$ cat config.mk
export PLATFORM = sky130hd
export DESIGN_NAME = lrc_flow_ctrl
export DESIGN_NICKNAME = d
export VERILOG_FILES = /design/src/pkg/lrc_pkg.sv /design/src/verilog/lrc_flow_ctrl.sv /design/src/verilog/lrc_stack.sv
export SDC_FILE = /design/constraint.sdc
export NUM_CORES = 1
export LEC_CHECK = 0
export CAP_MARGIN = 20
export CORE_ASPECT_RATIO = 0.7
export CORE_MARGIN = 4
export CORE_UTILIZATION = 54
export CTS_BUF_LIST = sky130_fd_sc_hd__clkbuf_4 sky130_fd_sc_hd__clkbuf_8
export DETAILED_ROUTE_END_ITERATION = 10
export DONT_BUFFER_PORTS = 1
export PLACE_DENSITY_LB_ADDON = 0.05
export SETUP_SLACK_MARGIN = 0.15
export SLEW_MARGIN = 40
export SYNTH_ARGS = -nofsm -noshare
export SYNTH_HDL_FRONTEND = slang
export SYNTH_SLANG_ARGS = --single-unit
$ cat constraint.sdc
create_clock -name i_clk -period 12 [get_ports i_clk]
set_clock_uncertainty 0.2 [all_clocks]
set_input_delay 1.2 -clock i_clk [delete_from_list [all_inputs] [get_ports i_clk]]
set_output_delay 1.2 -clock i_clk [all_outputs]
set_load 0.1 [all_outputs]
$ cat src/pkg/lrc_pkg.sv
/*
  Shared constants and types for the loop, return and interrupt control block.
  Assumes a single core clock and a synchronous active-high reset.
*/
// What this block does
// RULE1 - Loop instruction decrements chosen counter, branches if not zero, else falls through.
// RULE2 - Two independent 16-bit loop counters, either selectable by the loop instruction.
// RULE3 - Near loop target is relative offset; far target is prefix high byte plus operand.
// RULE4 - Conditional return pops and resumes when true; otherwise stack unchanged and IP steps to next instruction.
// RULE5 - Return conditions: carry set, carry clear, zero set, zero clear, sign set.
// RULE6 - 16-bit interrupt vector resets to zero; every interrupt branches to it.
// RULE7 - Interrupt accepted only with global enable, module mask and local enable set.
// RULE8 - Accepting an interrupt sets in-service, blocking others, and jumps to vector.
// RULE9 - One shared vector; identification bit n shows pending interrupt of module n.
// RULE10 - Identification bits cannot be written; they clear with the module's own flag.
// RULE11 - Return-from-interrupt pops return address and clears in-service automatically.
// RULE12 - Mask bit zero blocks only the request; identification bit still gets set.
// RULE13 - Conditional interrupt return pops, clears in-service when true; else only IP steps to next instruction.
// RULE14 - Stack entries are 16 bits; used by call, returns and explicit data pushes.
// RULE15 - Push increments stack pointer first, then writes the new top entry.
// RULE16 - Pushing 8-bit source stores prefix as high byte; 16-bit source stored whole.
// RULE17 - Call pushes next instruction address before jumping to the target.
// RULE18 - Pop reads top then decrements pointer; interrupt pop also clears in-service.
// RULE19 - Zero flag is one when accumulator is all zero; sign is its top bit.
// RULE20 - Interrupts are taken only at an instruction boundary.
package lrc_pkg;
  localparam int unsigned WORD_W    = 16;
  localparam int unsigned BYTE_W    = 8;
  localparam logic [15:0] LC_RESET  = 16'h0000;
  localparam logic [15:0] IV_RESET  = 16'h0000;
  localparam logic [15:0] IP_RESET  = 16'h0000;
  localparam logic [7:0]  PFX_RESET = 8'h00;
  localparam logic [15:0] ONE_WORD  = 16'h0001;

  typedef enum logic [3:0] {
    OP_NEXT    = 4'h0,
    OP_DJNZ    = 4'h1,
    OP_CALL    = 4'h2,
    OP_RET     = 4'h3,
    OP_RETI    = 4'h4,
    OP_PUSH    = 4'h5,
    OP_POP     = 4'h6,
    OP_POPI    = 4'h7,
    OP_LC_WR   = 4'h8,
    OP_IV_WR   = 4'h9,
    OP_PFX_WR  = 4'hA,
    OP_INS_CLR = 4'hB
  } lrc_op_t;

  typedef enum logic [2:0] {
    CND_ALWAYS = 3'h0,
    CND_C      = 3'h1,
    CND_NC     = 3'h2,
    CND_Z      = 3'h3,
    CND_NZ     = 3'h4,
    CND_S      = 3'h5
  } lrc_cond_t;
endpackage

$ cat src/verilog/lrc_flow_ctrl.sv
/*
  Loop counting, conditional returns, stack use and single-vector interrupt
  entry and exit for a 16-bit accumulator core.
  Assumes one decoded instruction is offered per boundary on i_op_valid and
  that peripheral flags and local enables are synchronous to i_clk.
*/
`timescale 1ns/1ns
module lrc_flow_ctrl #(
  parameter int unsigned N_IRQ       = 16,
  parameter int unsigned STACK_DEPTH = 16
) (
  input  wire logic                           i_clk,
  input  wire logic                           i_sys_rst,
  input  wire logic                           i_op_valid,
  output logic                                o_op_ready,
  input  wire lrc_pkg::lrc_op_t               i_op,
  input  wire lrc_pkg::lrc_cond_t             i_cond,
  input  wire logic                           i_lc_sel,
  input  wire logic                           i_src_wide,
  input  wire logic                           i_src_rel,
  input  wire logic [15:0]                    i_src,
  input  wire logic [15:0]                    i_acc,
  input  wire logic                           i_carry,
  input  wire logic                           i_global_irq_enable,
  input  wire logic [N_IRQ-1:0]               i_irq_mask,
  input  wire logic [N_IRQ-1:0]               i_irq_local_en,
  input  wire logic [N_IRQ-1:0]               i_irq_flag,
  output logic      [15:0]                    o_instruction_pointer,
  output logic      [15:0]                    o_loop_count_0,
  output logic      [15:0]                    o_loop_count_1,
  output logic      [15:0]                    o_interrupt_vector,
  output logic      [7:0]                     o_high_byte_prefix,
  output logic                                o_in_service,
  output logic      [N_IRQ-1:0]               o_irq_id,
  output logic                                o_irq_taken,
  output logic                                o_branch_taken,
  output logic      [$clog2(STACK_DEPTH)-1:0] o_stack_pointer,
  output logic      [15:0]                    o_pop_data,
  output logic                                o_pop_valid
);
  import lrc_pkg::*;

  if (N_IRQ < 1 || N_IRQ > WORD_W) begin : g_chk
    $error("lrc_flow_ctrl: N_IRQ must be 1 to 16");
  end

  logic [15:0]      ip_r;
  logic [15:0]      ip_nxt;
  logic [15:0]      lc0_r;
  logic [15:0]      lc1_r;
  logic [15:0]      iv_r;
  logic [7:0]       pfx_r;
  logic             ins_r;
  logic [N_IRQ-1:0] id_r;
  logic             taken_r;
  logic             branch_r;
  logic [15:0]      pop_data_r;
  logic             pop_valid_r;

  logic             zero_flag;
  logic             sign_flag;
  logic             irq_req;
  logic             take;
  logic             exec;
  logic             cond_ok;
  logic [15:0]      lc_sel_val;
  logic [15:0]      lc_dec;
  logic             loop_go;
  logic [15:0]      src_val;
  logic [15:0]      target;
  logic             ret_go;
  logic             push_en;
  logic             pop_en;
  logic [15:0]      push_data;
  logic [15:0]      stack_top;
  logic [N_IRQ-1:0] id_nxt;

  function automatic logic cond_true(lrc_cond_t c, logic cy, logic z, logic s);
    unique case (c)
      CND_ALWAYS: cond_true = 1'b1;
      CND_C:      cond_true = cy; // RULE5
      CND_NC:     cond_true = !cy; // RULE5
      CND_Z:      cond_true = z; // RULE5
      CND_NZ:     cond_true = !z; // RULE5
      CND_S:      cond_true = s; // RULE5
      default:    cond_true = 1'b0;
    endcase
  endfunction

  // Narrow operands borrow the prefix as their high byte
  function automatic logic [15:0] operand(logic wide, logic [15:0] s, logic [7:0] p);
    operand = wide ? s : {p, s[7:0]}; // RULE16 RULE3
  endfunction

  assign zero_flag = (i_acc == 16'h0000); // RULE19
  assign sign_flag = i_acc[WORD_W-1]; // RULE19

  for (genvar g = 0; g < N_IRQ; g++) begin : g_id
    assign id_nxt[g] = i_irq_flag[g] & i_irq_local_en[g]; // RULE9 RULE12
  end

  assign irq_req = i_global_irq_enable && !ins_r && |(id_r & i_irq_mask); // RULE7 RULE8
  assign take    = i_op_valid && irq_req; // RULE20
  assign exec    = i_op_valid && !irq_req;
  assign o_op_ready = !irq_req;

  assign cond_ok    = cond_true(i_cond, i_carry, zero_flag, sign_flag);
  assign lc_sel_val = i_lc_sel ? lc1_r : lc0_r; // RULE2
  assign lc_dec     = lc_sel_val - ONE_WORD; // RULE1
  assign loop_go    = exec && i_op == OP_DJNZ && lc_dec != 16'h0000; // RULE1
  assign src_val    = operand(i_src_wide, i_src, pfx_r);
  // Relative targets count from the address after the instruction
  assign target = i_src_rel ? ip_r + ONE_WORD + {{8{i_src[7]}}, i_src[7:0]} // RULE3
                            : src_val;
  assign ret_go = exec && (i_op == OP_RET || i_op == OP_RETI) && cond_ok; // RULE4 RULE13

  assign push_en = take || (exec && (i_op == OP_CALL || i_op == OP_PUSH)); // RULE14
  assign pop_en  = ret_go || (exec && (i_op == OP_POP || i_op == OP_POPI)); // RULE18

  always_comb begin
    push_data = src_val; // RULE16
    if (take) begin
      push_data = ip_r;
    end else if (i_op == OP_CALL) begin
      push_data = ip_r + ONE_WORD; // RULE17
    end
  end

  always_comb begin
    ip_nxt = ip_r;
    if (take) begin
      ip_nxt = iv_r; // RULE6 RULE8
    end else if (exec) begin
      ip_nxt = ip_r + ONE_WORD; // RULE1 RULE4
      if (loop_go || i_op == OP_CALL) begin
        ip_nxt = target; // RULE1 RULE17
      end else if (ret_go) begin
        ip_nxt = stack_top; // RULE4 RULE11
      end
    end
  end

  lrc_stack #(
    .DEPTH (STACK_DEPTH)
  ) u_stack (
    .i_clk     (i_clk),
    .i_sys_rst (i_sys_rst),
    .i_push    (push_en),
    .i_pop     (pop_en),
    .i_wdata   (push_data),
    .o_top     (stack_top),
    .o_sp      (o_stack_pointer)
  );

  always_ff @(posedge i_clk) begin
    if (i_sys_rst) begin
      ip_r <= IP_RESET;
    end else begin
      ip_r <= ip_nxt;
    end
  end

  always_ff @(posedge i_clk) begin
    if (i_sys_rst) begin
      lc0_r <= LC_RESET;
      lc1_r <= LC_RESET;
    end else if (exec && i_op == OP_DJNZ) begin
      if (i_lc_sel) begin
        lc1_r <= lc_dec; // RULE1 RULE2
      end else begin
        lc0_r <= lc_dec; // RULE1 RULE2
      end
    end else if (exec && i_op == OP_LC_WR) begin
      if (i_lc_sel) begin
        lc1_r <= src_val;
      end else begin
        lc0_r <= src_val;
      end
    end
  end

  always_ff @(posedge i_clk) begin
    if (i_sys_rst) begin
      iv_r <= IV_RESET; // RULE6
    end else if (exec && i_op == OP_IV_WR) begin
      iv_r <= src_val;
    end
  end

  always_ff @(posedge i_clk) begin
    if (i_sys_rst) begin
      pfx_r <= PFX_RESET;
    end else if (exec && i_op == OP_PFX_WR) begin
      pfx_r <= i_src[7:0];
    end
  end

  // Entry and exit never meet: a taken interrupt holds off the instruction
  always_ff @(posedge i_clk) begin
    if (i_sys_rst) begin
      ins_r <= 1'b0;
    end else if (take) begin
      ins_r <= 1'b1; // RULE8
    end else if (ret_go && i_op == OP_RETI) begin
      ins_r <= 1'b0; // RULE11 RULE13
    end else if (exec && (i_op == OP_POPI || i_op == OP_INS_CLR)) begin
      ins_r <= 1'b0; // RULE18
    end
  end

  // Read-only view of module flags; only the modules can clear them
  always_ff @(posedge i_clk) begin
    if (i_sys_rst) begin
      id_r <= '0;
    end else begin
      id_r <= id_nxt; // RULE10 RULE12
    end
  end

  always_ff @(posedge i_clk) begin
    if (i_sys_rst) begin
      taken_r  <= 1'b0;
      branch_r <= 1'b0;
    end else begin
      taken_r  <= take;
      branch_r <= loop_go || ret_go || (exec && i_op == OP_CALL);
    end
  end

  always_ff @(posedge i_clk) begin
    if (i_sys_rst) begin
      pop_data_r  <= 16'h0000;
      pop_valid_r <= 1'b0;
    end else begin
      pop_valid_r <= exec && (i_op == OP_POP || i_op == OP_POPI);
      if (exec && (i_op == OP_POP || i_op == OP_POPI)) begin
        pop_data_r <= stack_top; // RULE18
      end
    end
  end

  assign o_instruction_pointer = ip_r;
  assign o_loop_count_0        = lc0_r;
  assign o_loop_count_1        = lc1_r;
  assign o_interrupt_vector    = iv_r;
  assign o_high_byte_prefix    = pfx_r;
  assign o_in_service          = ins_r;
  assign o_irq_id              = id_r;
  assign o_irq_taken           = taken_r;
  assign o_branch_taken        = branch_r;
  assign o_pop_data            = pop_data_r;
  assign o_pop_valid           = pop_valid_r;
endmodule

$ cat src/verilog/lrc_stack.sv
/*
  Hardware stack of 16-bit words in flip-flops.
  Assumes the caller never pushes and pops in the same cycle.
*/
`timescale 1ns/1ns
module lrc_stack #(
  parameter int unsigned DEPTH = 16
) (
  input  wire logic                     i_clk,
  input  wire logic                     i_sys_rst,
  input  wire logic                     i_push,
  input  wire logic                     i_pop,
  input  wire logic [15:0]              i_wdata,
  output logic      [15:0]              o_top,
  output logic      [$clog2(DEPTH)-1:0] o_sp
);
  import lrc_pkg::*;
  localparam int unsigned SPW = $clog2(DEPTH);

  if (DEPTH < 2 || (1 << SPW) != DEPTH) begin : g_chk
    $error("lrc_stack: DEPTH must be a power of two of at least 2");
  end

  logic [15:0]    mem_r [DEPTH];
  logic [SPW-1:0] sp_r;
  logic [SPW-1:0] sp_inc;

  assign sp_inc = sp_r + SPW'(1);
  assign o_top  = mem_r[sp_r];
  assign o_sp   = sp_r;

  // Reset leaves the pointer all ones so the first push lands at entry 0
  always_ff @(posedge i_clk) begin
    if (i_sys_rst) begin
      sp_r <= '1;
    end else if (i_push) begin
      sp_r <= sp_inc; // RULE15
    end else if (i_pop) begin
      sp_r <= sp_r - SPW'(1); // RULE18
    end
  end

  always_ff @(posedge i_clk) begin
    if (i_push) begin
      mem_r[sp_inc] <= i_wdata; // RULE15 RULE14
    end
  end
endmodule

# After elaboration in Yosys (flattened, before gate mapping)
# Memory sizes are Yosys's and may differ from the RTL's. A register that Yosys moved wholly into a read port is not among the register bits.
# Index checks and enable logic that the tools add are counted.
[word_totals]
register_bits = 112
ramBits = 256
output_inout_bits = 113
elab_cells = 121
n_memories = 1
[memory_table]
columns = ["memory", "words", "word_bits", "read_ports", "rd_ports_with_merged_regs", "write_ports", "line", "rtl"]
rows = [
  ["u_stack.mem_r", 16, 16, 1, 1, 1, "lrc_stack.sv:24", "logic [15:0] mem_r [DEPTH];"],
]
[op_classes]
addsub = 5
n_eq_ne = 20
mux = 27
n_bitwise = 17
reduce_logical = 39
[ops]
columns = ["op", "n"]
rows = [
  ["2-to-1 mux 16 bit", 17],
  ["adder 16 x 1 -> 16 bit (second input constant)", 1],
  ["adder 16 bit", 1],
  ["AND 1 bit", 16],
  ["AND 16 bit", 1],
  ["== test 4 x 3 -> 1 bit (second input constant)", 4],
  ["== test 4 bit (second input constant)", 4],
  ["logical AND 1 bit", 16],
  ["zero test 16 bit", 1],
  ["2-to-1 mux 4 bit", 4],
  ["nonzero test 16 bit", 1],
  ["OR reduction 16 bit", 1],
  ["subtractor 16 x 1 -> 16 bit (second input constant)", 1],
  ["logical OR 1 bit", 9],
  ["== test 4 x 2 -> 1 bit (second input constant)", 2],
  ["!= test 2 bit (second input constant)", 4],
  ["== test 3 x 2 -> 1 bit (second input constant)", 2],
  ["== test 3 bit (second input constant)", 2],
  ["one-hot mux 1 bit (6 select lines)", 1],
  ["AND reduction 3 bit", 2],
  ["nonzero test 2 bit", 3],
  ["2-to-1 mux 1 bit", 5],
  ["adder 4 x 1 -> 4 bit (second input constant)", 1],
  ["== test 4 x 1 -> 1 bit (second input constant)", 1],
  ["5 further kinds", 8],
]

# Logic depth before layout (Yosys ltp)
[depth]
ltp_word = 12
ltp_mapped = 17
ltp_nobuf = 15

# Hierarchy
# From an unflattened synthesis, not the netlist that was laid out.
[hier_totals]
hier_cells = 1360
area_unflattened_um2 = 17177.7
[modules_own_cells]
columns = ["module", "n_inst", "cells_per_inst", "area_per_inst_um2"]
rows = [
  ["lrc_stack", 1, 462, 10156.0],
  ["lrc_flow_ctrl", 1, 898, 7021.7],
]

# Least setup slack after synthesis
# Ideal clock, no wire load.
[synth_path]
path_type = "input to register"
start = "input port i_lc_sel"
end = "register ip_r[13], in the netlist o_instruction_pointer[13]"
t_arrival_ns = 4.487
required_ns = 11.720
setup_slack_ns = 7.233
stages = 15
path_buffers = 5
path_cell_list = "buf_6 > clkbuf_1 > buf_2 > buf_1 > mux2i_1 > ha_1 > o211ai_1 > nor4b_1 > xnor2_1 > nor3_1 > and3_1 > o21a_1 > buf_6 > mux2_4 > a211oi_2"
[synth_via]
elab_chain_len = 8
[synth_lines]
columns = ["element", "line", "rtl"]
rows = [
  ["start: declaration", "lrc_flow_ctrl.sv:18", "input wire logic i_lc_sel,"],
  ["2-to-1 mux 16 bit", "lrc_flow_ctrl.sv:108", "assign lc_sel_val = i_lc_sel ? lc1_r : lc0_r;"],
  ["subtractor 16 x 1 -> 16 bit", "lrc_flow_ctrl.sv:109", "assign lc_dec = lc_sel_val - ONE_WORD;"],
  ["nonzero test 16 bit", "lrc_flow_ctrl.sv:110", "assign loop_go = exec && i_op == OP_DJNZ && lc_dec != 16'h0000;"],
  ["logical AND 1 bit", "lrc_flow_ctrl.sv:110", ""],
  ["logical OR 1 bit", "lrc_flow_ctrl.sv:135", "if (loop_go || i_op == OP_CALL) begin"],
  ["2-to-1 mux 16 bit", "lrc_flow_ctrl.sv:135", ""],
  ["2-to-1 mux 16 bit", "lrc_flow_ctrl.sv:133", "end else if (exec) begin"],
  ["2-to-1 mux 16 bit", "lrc_flow_ctrl.sv:131", "if (take) begin"],
  ["end signal: assignment", "lrc_flow_ctrl.sv:159", "ip_r <= ip_nxt;"],
  ["end: declaration", "lrc_flow_ctrl.sv:47", "logic [15:0] ip_r;"],
]
# No other way between the ends. The select of a mux whose other input is x is not followed.
# A chain may end at the register's enable or synchronous reset.

# Worst setup path after layout
[layout_path]
start = "register ip_r[1], in the netlist o_instruction_pointer[1]"
end = "register ip_r[15], in the netlist o_instruction_pointer[15]"
[layout_via]
elab_chain_len = 6
word_cells_on_any_way = 7
[layout_lines]
columns = ["element", "line", "rtl"]
rows = [
  ["adder 16 x 1 -> 16 bit (*)", "lrc_flow_ctrl.sv:113, lrc_flow_ctrl.sv:134", ""],
  ["adder 16 bit", "lrc_flow_ctrl.sv:113", "assign target = i_src_rel ? ip_r + ONE_WORD + {{8{i_src[7]}}, i_src[7:0]}"],
  ["2-to-1 mux 16 bit", "lrc_flow_ctrl.sv:113", ""],
  ["2-to-1 mux 16 bit (*)", "lrc_flow_ctrl.sv:135", ""],
  ["2-to-1 mux 16 bit (*)", "lrc_flow_ctrl.sv:133", ""],
  ["2-to-1 mux 16 bit (*)", "lrc_flow_ctrl.sv:131", ""],
]
# Mark *: on every way between the ends. The rest lies on a longest branch, timed or not. The select of a mux whose other input is x is not followed.

==> run summary <==
initial antenna violation count: 1
die area: 34400 sq um
Net Count, Synth: 1459
status: completed
CP startpoint kind: register
Top FF cell, synth: edfxtp_1
Setup TNS: 0 ns
GRT Util Overall: 25.8%
routability cong.: 0.860
Mapped Cells: 1338
most frequent cells in the layout: 256 x edfxtp_1, 169 x nor2_1, 117 x nand2_1
WP data arrival: 4.65 ns
Clock transition at path regs: 0.07 ns
drc violations: 0
drt wl/cell: 24.4 um
Clock Sink Count: 372
Required @ worst endpoint: 12.34 ns
RSZ-0062 raised after global routing: no
Finished Layout Cells: 1842
core area: 31100 sq um
Starting Density: 54.7%
Vias/cell: 6.10
commonest non-fill, non-tap cell in the layout: edfxtp_1
relative slew slack: 46.1%
dpl cells: 1739
drt total wl: 44900 um
Post-Syn Area: 17000 sq um
number of global-route vias before repair: 10800
TritonRoute pass-1 iters: 5
final hold vios: 0
Finish-stage setup viols: 0
DRC marker count from the first detailed-route iteration: 1234
#FFs+latches synth: 372
kind of critical path: reg -> reg
Setup WS pre-CTS: 7.30 ns
post-cts gate resize count: 0
Layout area overhead: 11.6%
final worst path period share: 35.9%
Post-CTS Hold Buffers: 0
DRT antenna net count: 0
Fmax: 232 MHz
Layout Nets: 1497
post-CTS setup buffer count: 0
Finished Core Util: 61.0%
remaining global-route overflow: 0
TritonCTS clock tree: built
Async S/R FF share, synth: 0%
peak supply drop: 0.103 mV
ant diodes: 0
num ports: 208
CTS H-tree lvls: 2
CP Capture Type: register
final worst slack: 7.69 ns
Max Buffers Root-to-Sink: 3
Worst Tran Pin Value: 0.809 ns
CTS buffer count: 55
Die W: 220 um
Fillers: 2497
Synth Warn #: 0
layout cells sized above 1: 25.9%
DR vias: 11200
Seq/Total Area, Yosys: 58.9%
cell row count: 54
post-synthesis cell type count: 69
hpwl dp: 29500 um
max capacitance violation total: 0
Min-Delay Path Class: reg -> reg
clock latency on the worst-skew pair: 0.61 ns
DIE HEIGHT: 156 um
Avg Cell Area, Syn: 12.7 sq um
global-route wire length before repair: 66700 um
power per cell area: 156 nW/um^2
Clock Root Buffer: clkbuf_8
final critical-path required period: 4.31 ns
CP Max Fanout: 6
count of input and output buffers: 0
largest net degree at the start of global routing: 114
Final Max Slew Viols: 0
Lkg Pwr: 6.98 nW
Post-synth EDFFs: 256
-- power by group --
group | leakage (nW) | switching [W] | internal (W)
clock network | 0.605 | 0.000491 | 0.000557
registers | 3.31 | 0.0000908 | 0.00142
logic | 3.07 | 0.000247 | 0.000164
total | 6.98 | 0.000829 | 0.00214
-- critical path: stages (launching register included) --
cell and delay [ns]:
dfxtp_1 0.35, buf_4 0.35, ha_1 0.26, nand3_1 0.19, nor2_1 0.27, and3_1 0.37
nand3_1 0.14, xnor2_1 0.29, ha_1 0.36, a21o_1 0.19, a21oi_1 0.17, a21oi_1 0.12
o21ai_0 0.29, mux2i_1 0.13, a311oi_1 0.39, o2bb2ai_1 0.16
-- kinds of logic (layout without fill, tap and decap cells) --
group / after synthesis / after routing / share of synthesized area, %
buffers and inverters: 95 / 179 / 2.25
AND/OR/NAND/NOR: 432 / 432 / 11.6
XOR/XNOR: 44 / 44 / 2.27
multiplexers: 160 / 160 / 15.5
flip-flops: 372 / 372 / 58.9
AO/OA/AOI/OAI: 209 / 209 / 7.59
adder cells (fa/ha/maj): 26 / 26 / 1.96
-- metal layers --
| metal | wire length, um | track usage (%) | part of all wire [%] | up-vias |
|---|---|---|---|---|
| met5 | 0 | 0 | 0 | - |
| met4 | 446 | 3.59 | 0.99 | 0 |
| met3 | 4110 | 6.39 | 9.2 | 43 |
| met2 | 19700 | 37.1 | 44 | 466 |
| met1 | 20700 | 40.9 | 46 | 5623 |
| li1 | - | - | - | 5111 |
-- path summary, 6_finish.rpt --
path                            slack, ns                                    from  cells past startpoint                                     end
worst max-delay path                 7.69   o_instruction_pointer[1]$_SDFFE_PP0P_                     15  o_instruction_pointer[15]$_SDFFE_PP0P_
worst max register to register       7.69   o_instruction_pointer[1]$_SDFFE_PP0P_                     15  o_instruction_pointer[15]$_SDFFE_PP0P_
worst min register to register       0.44  o_instruction_pointer[10]$_SDFFE_PP0P_                      2  o_instruction_pointer[10]$_SDFFE_PP0P_
worst min-delay path                 0.44  o_instruction_pointer[10]$_SDFFE_PP0P_                      2  o_instruction_pointer[10]$_SDFFE_PP0P_
-- cells in the mapped netlist (all sizes together), types with 5 or more instances --
| library cell | instances | area [sq um] |
|---|---|---|
| dfxtp | 116 | 2320 |
| buf | 19 | 97.6 |
| nand3 | 15 | 75.1 |
| and3 | 15 | 93.8 |
| a21oi | 74 | 370 |
| ha | 25 | 313 |
| a211oi | 16 | 130 |
| mux4 | 80 | 1800 |
| or3b | 5 | 43.8 |
| nor2b | 9 | 56.3 |
| mux2i | 61 | 611 |
| mux2 | 19 | 221 |
| nor4 | 12 | 81.3 |
| o21ai | 58 | 290 |
| xnor2 | 28 | 245 |
| nand4 | 5 | 31.3 |
| xor2 | 16 | 140 |
| or3 | 6 | 37.5 |
| nand2 | 117 | 439 |
| nor3 | 39 | 195 |
| and2 | 10 | 62.6 |
| nor2 | 173 | 649 |
| a22oi | 5 | 37.5 |
| clkbuf | 61 | 229 |
| edfxtp | 256 | 7690 |
| nand2b | 9 | 56.3 |
| inv | 15 | 56.3 |
| a21o | 11 | 82.6 |
| a211o | 7 | 61.3 |
-- metrics by stage --
step / cell area, sq um / power (W) / hold WS (ns)
6_report: 19000 / 0.00297 / 0.438
3_3_place_gp: 17700 / 0.00194 / 0.437
3_5_place_dp: 17800 / 0.00195 / 0.427
2_1_floorplan: 17000 / 0.00184 / 0.656
4_1_cts: 19000 / 0.00299 / 0.412
5_1_grt: 19000 / 0.00310 / 0.418
-- sequential cells by signal (all words and copies together) (netlist names), 8 cells and up, named ones only --
signal / count
o_instruction_pointer: 16
o_loop_count_0: 16
u_stack.mem_r: 256
o_interrupt_vector: 16
o_pop_data: 16
o_irq_id: 16
o_loop_count_1: 16
o_high_byte_prefix: 8
-- area by class of cell --
cell class / count / area [sq um] / share of cell area [%]
Tap cell: 420 / 526 / 2.77
Sequential cell: 372 / 10100 / 53.4
Inverter: 15 / 56.3 / 0.297
Clock buffer: 82 / 997 / 5.26
Clock inverter: 21 / 136 / 0.719
Multi-Input combinational cell: 871 / 6660 / 35.1
Timing Repair Buffer: 61 / 465 / 2.45
Power figures use the tool's default switching activity.
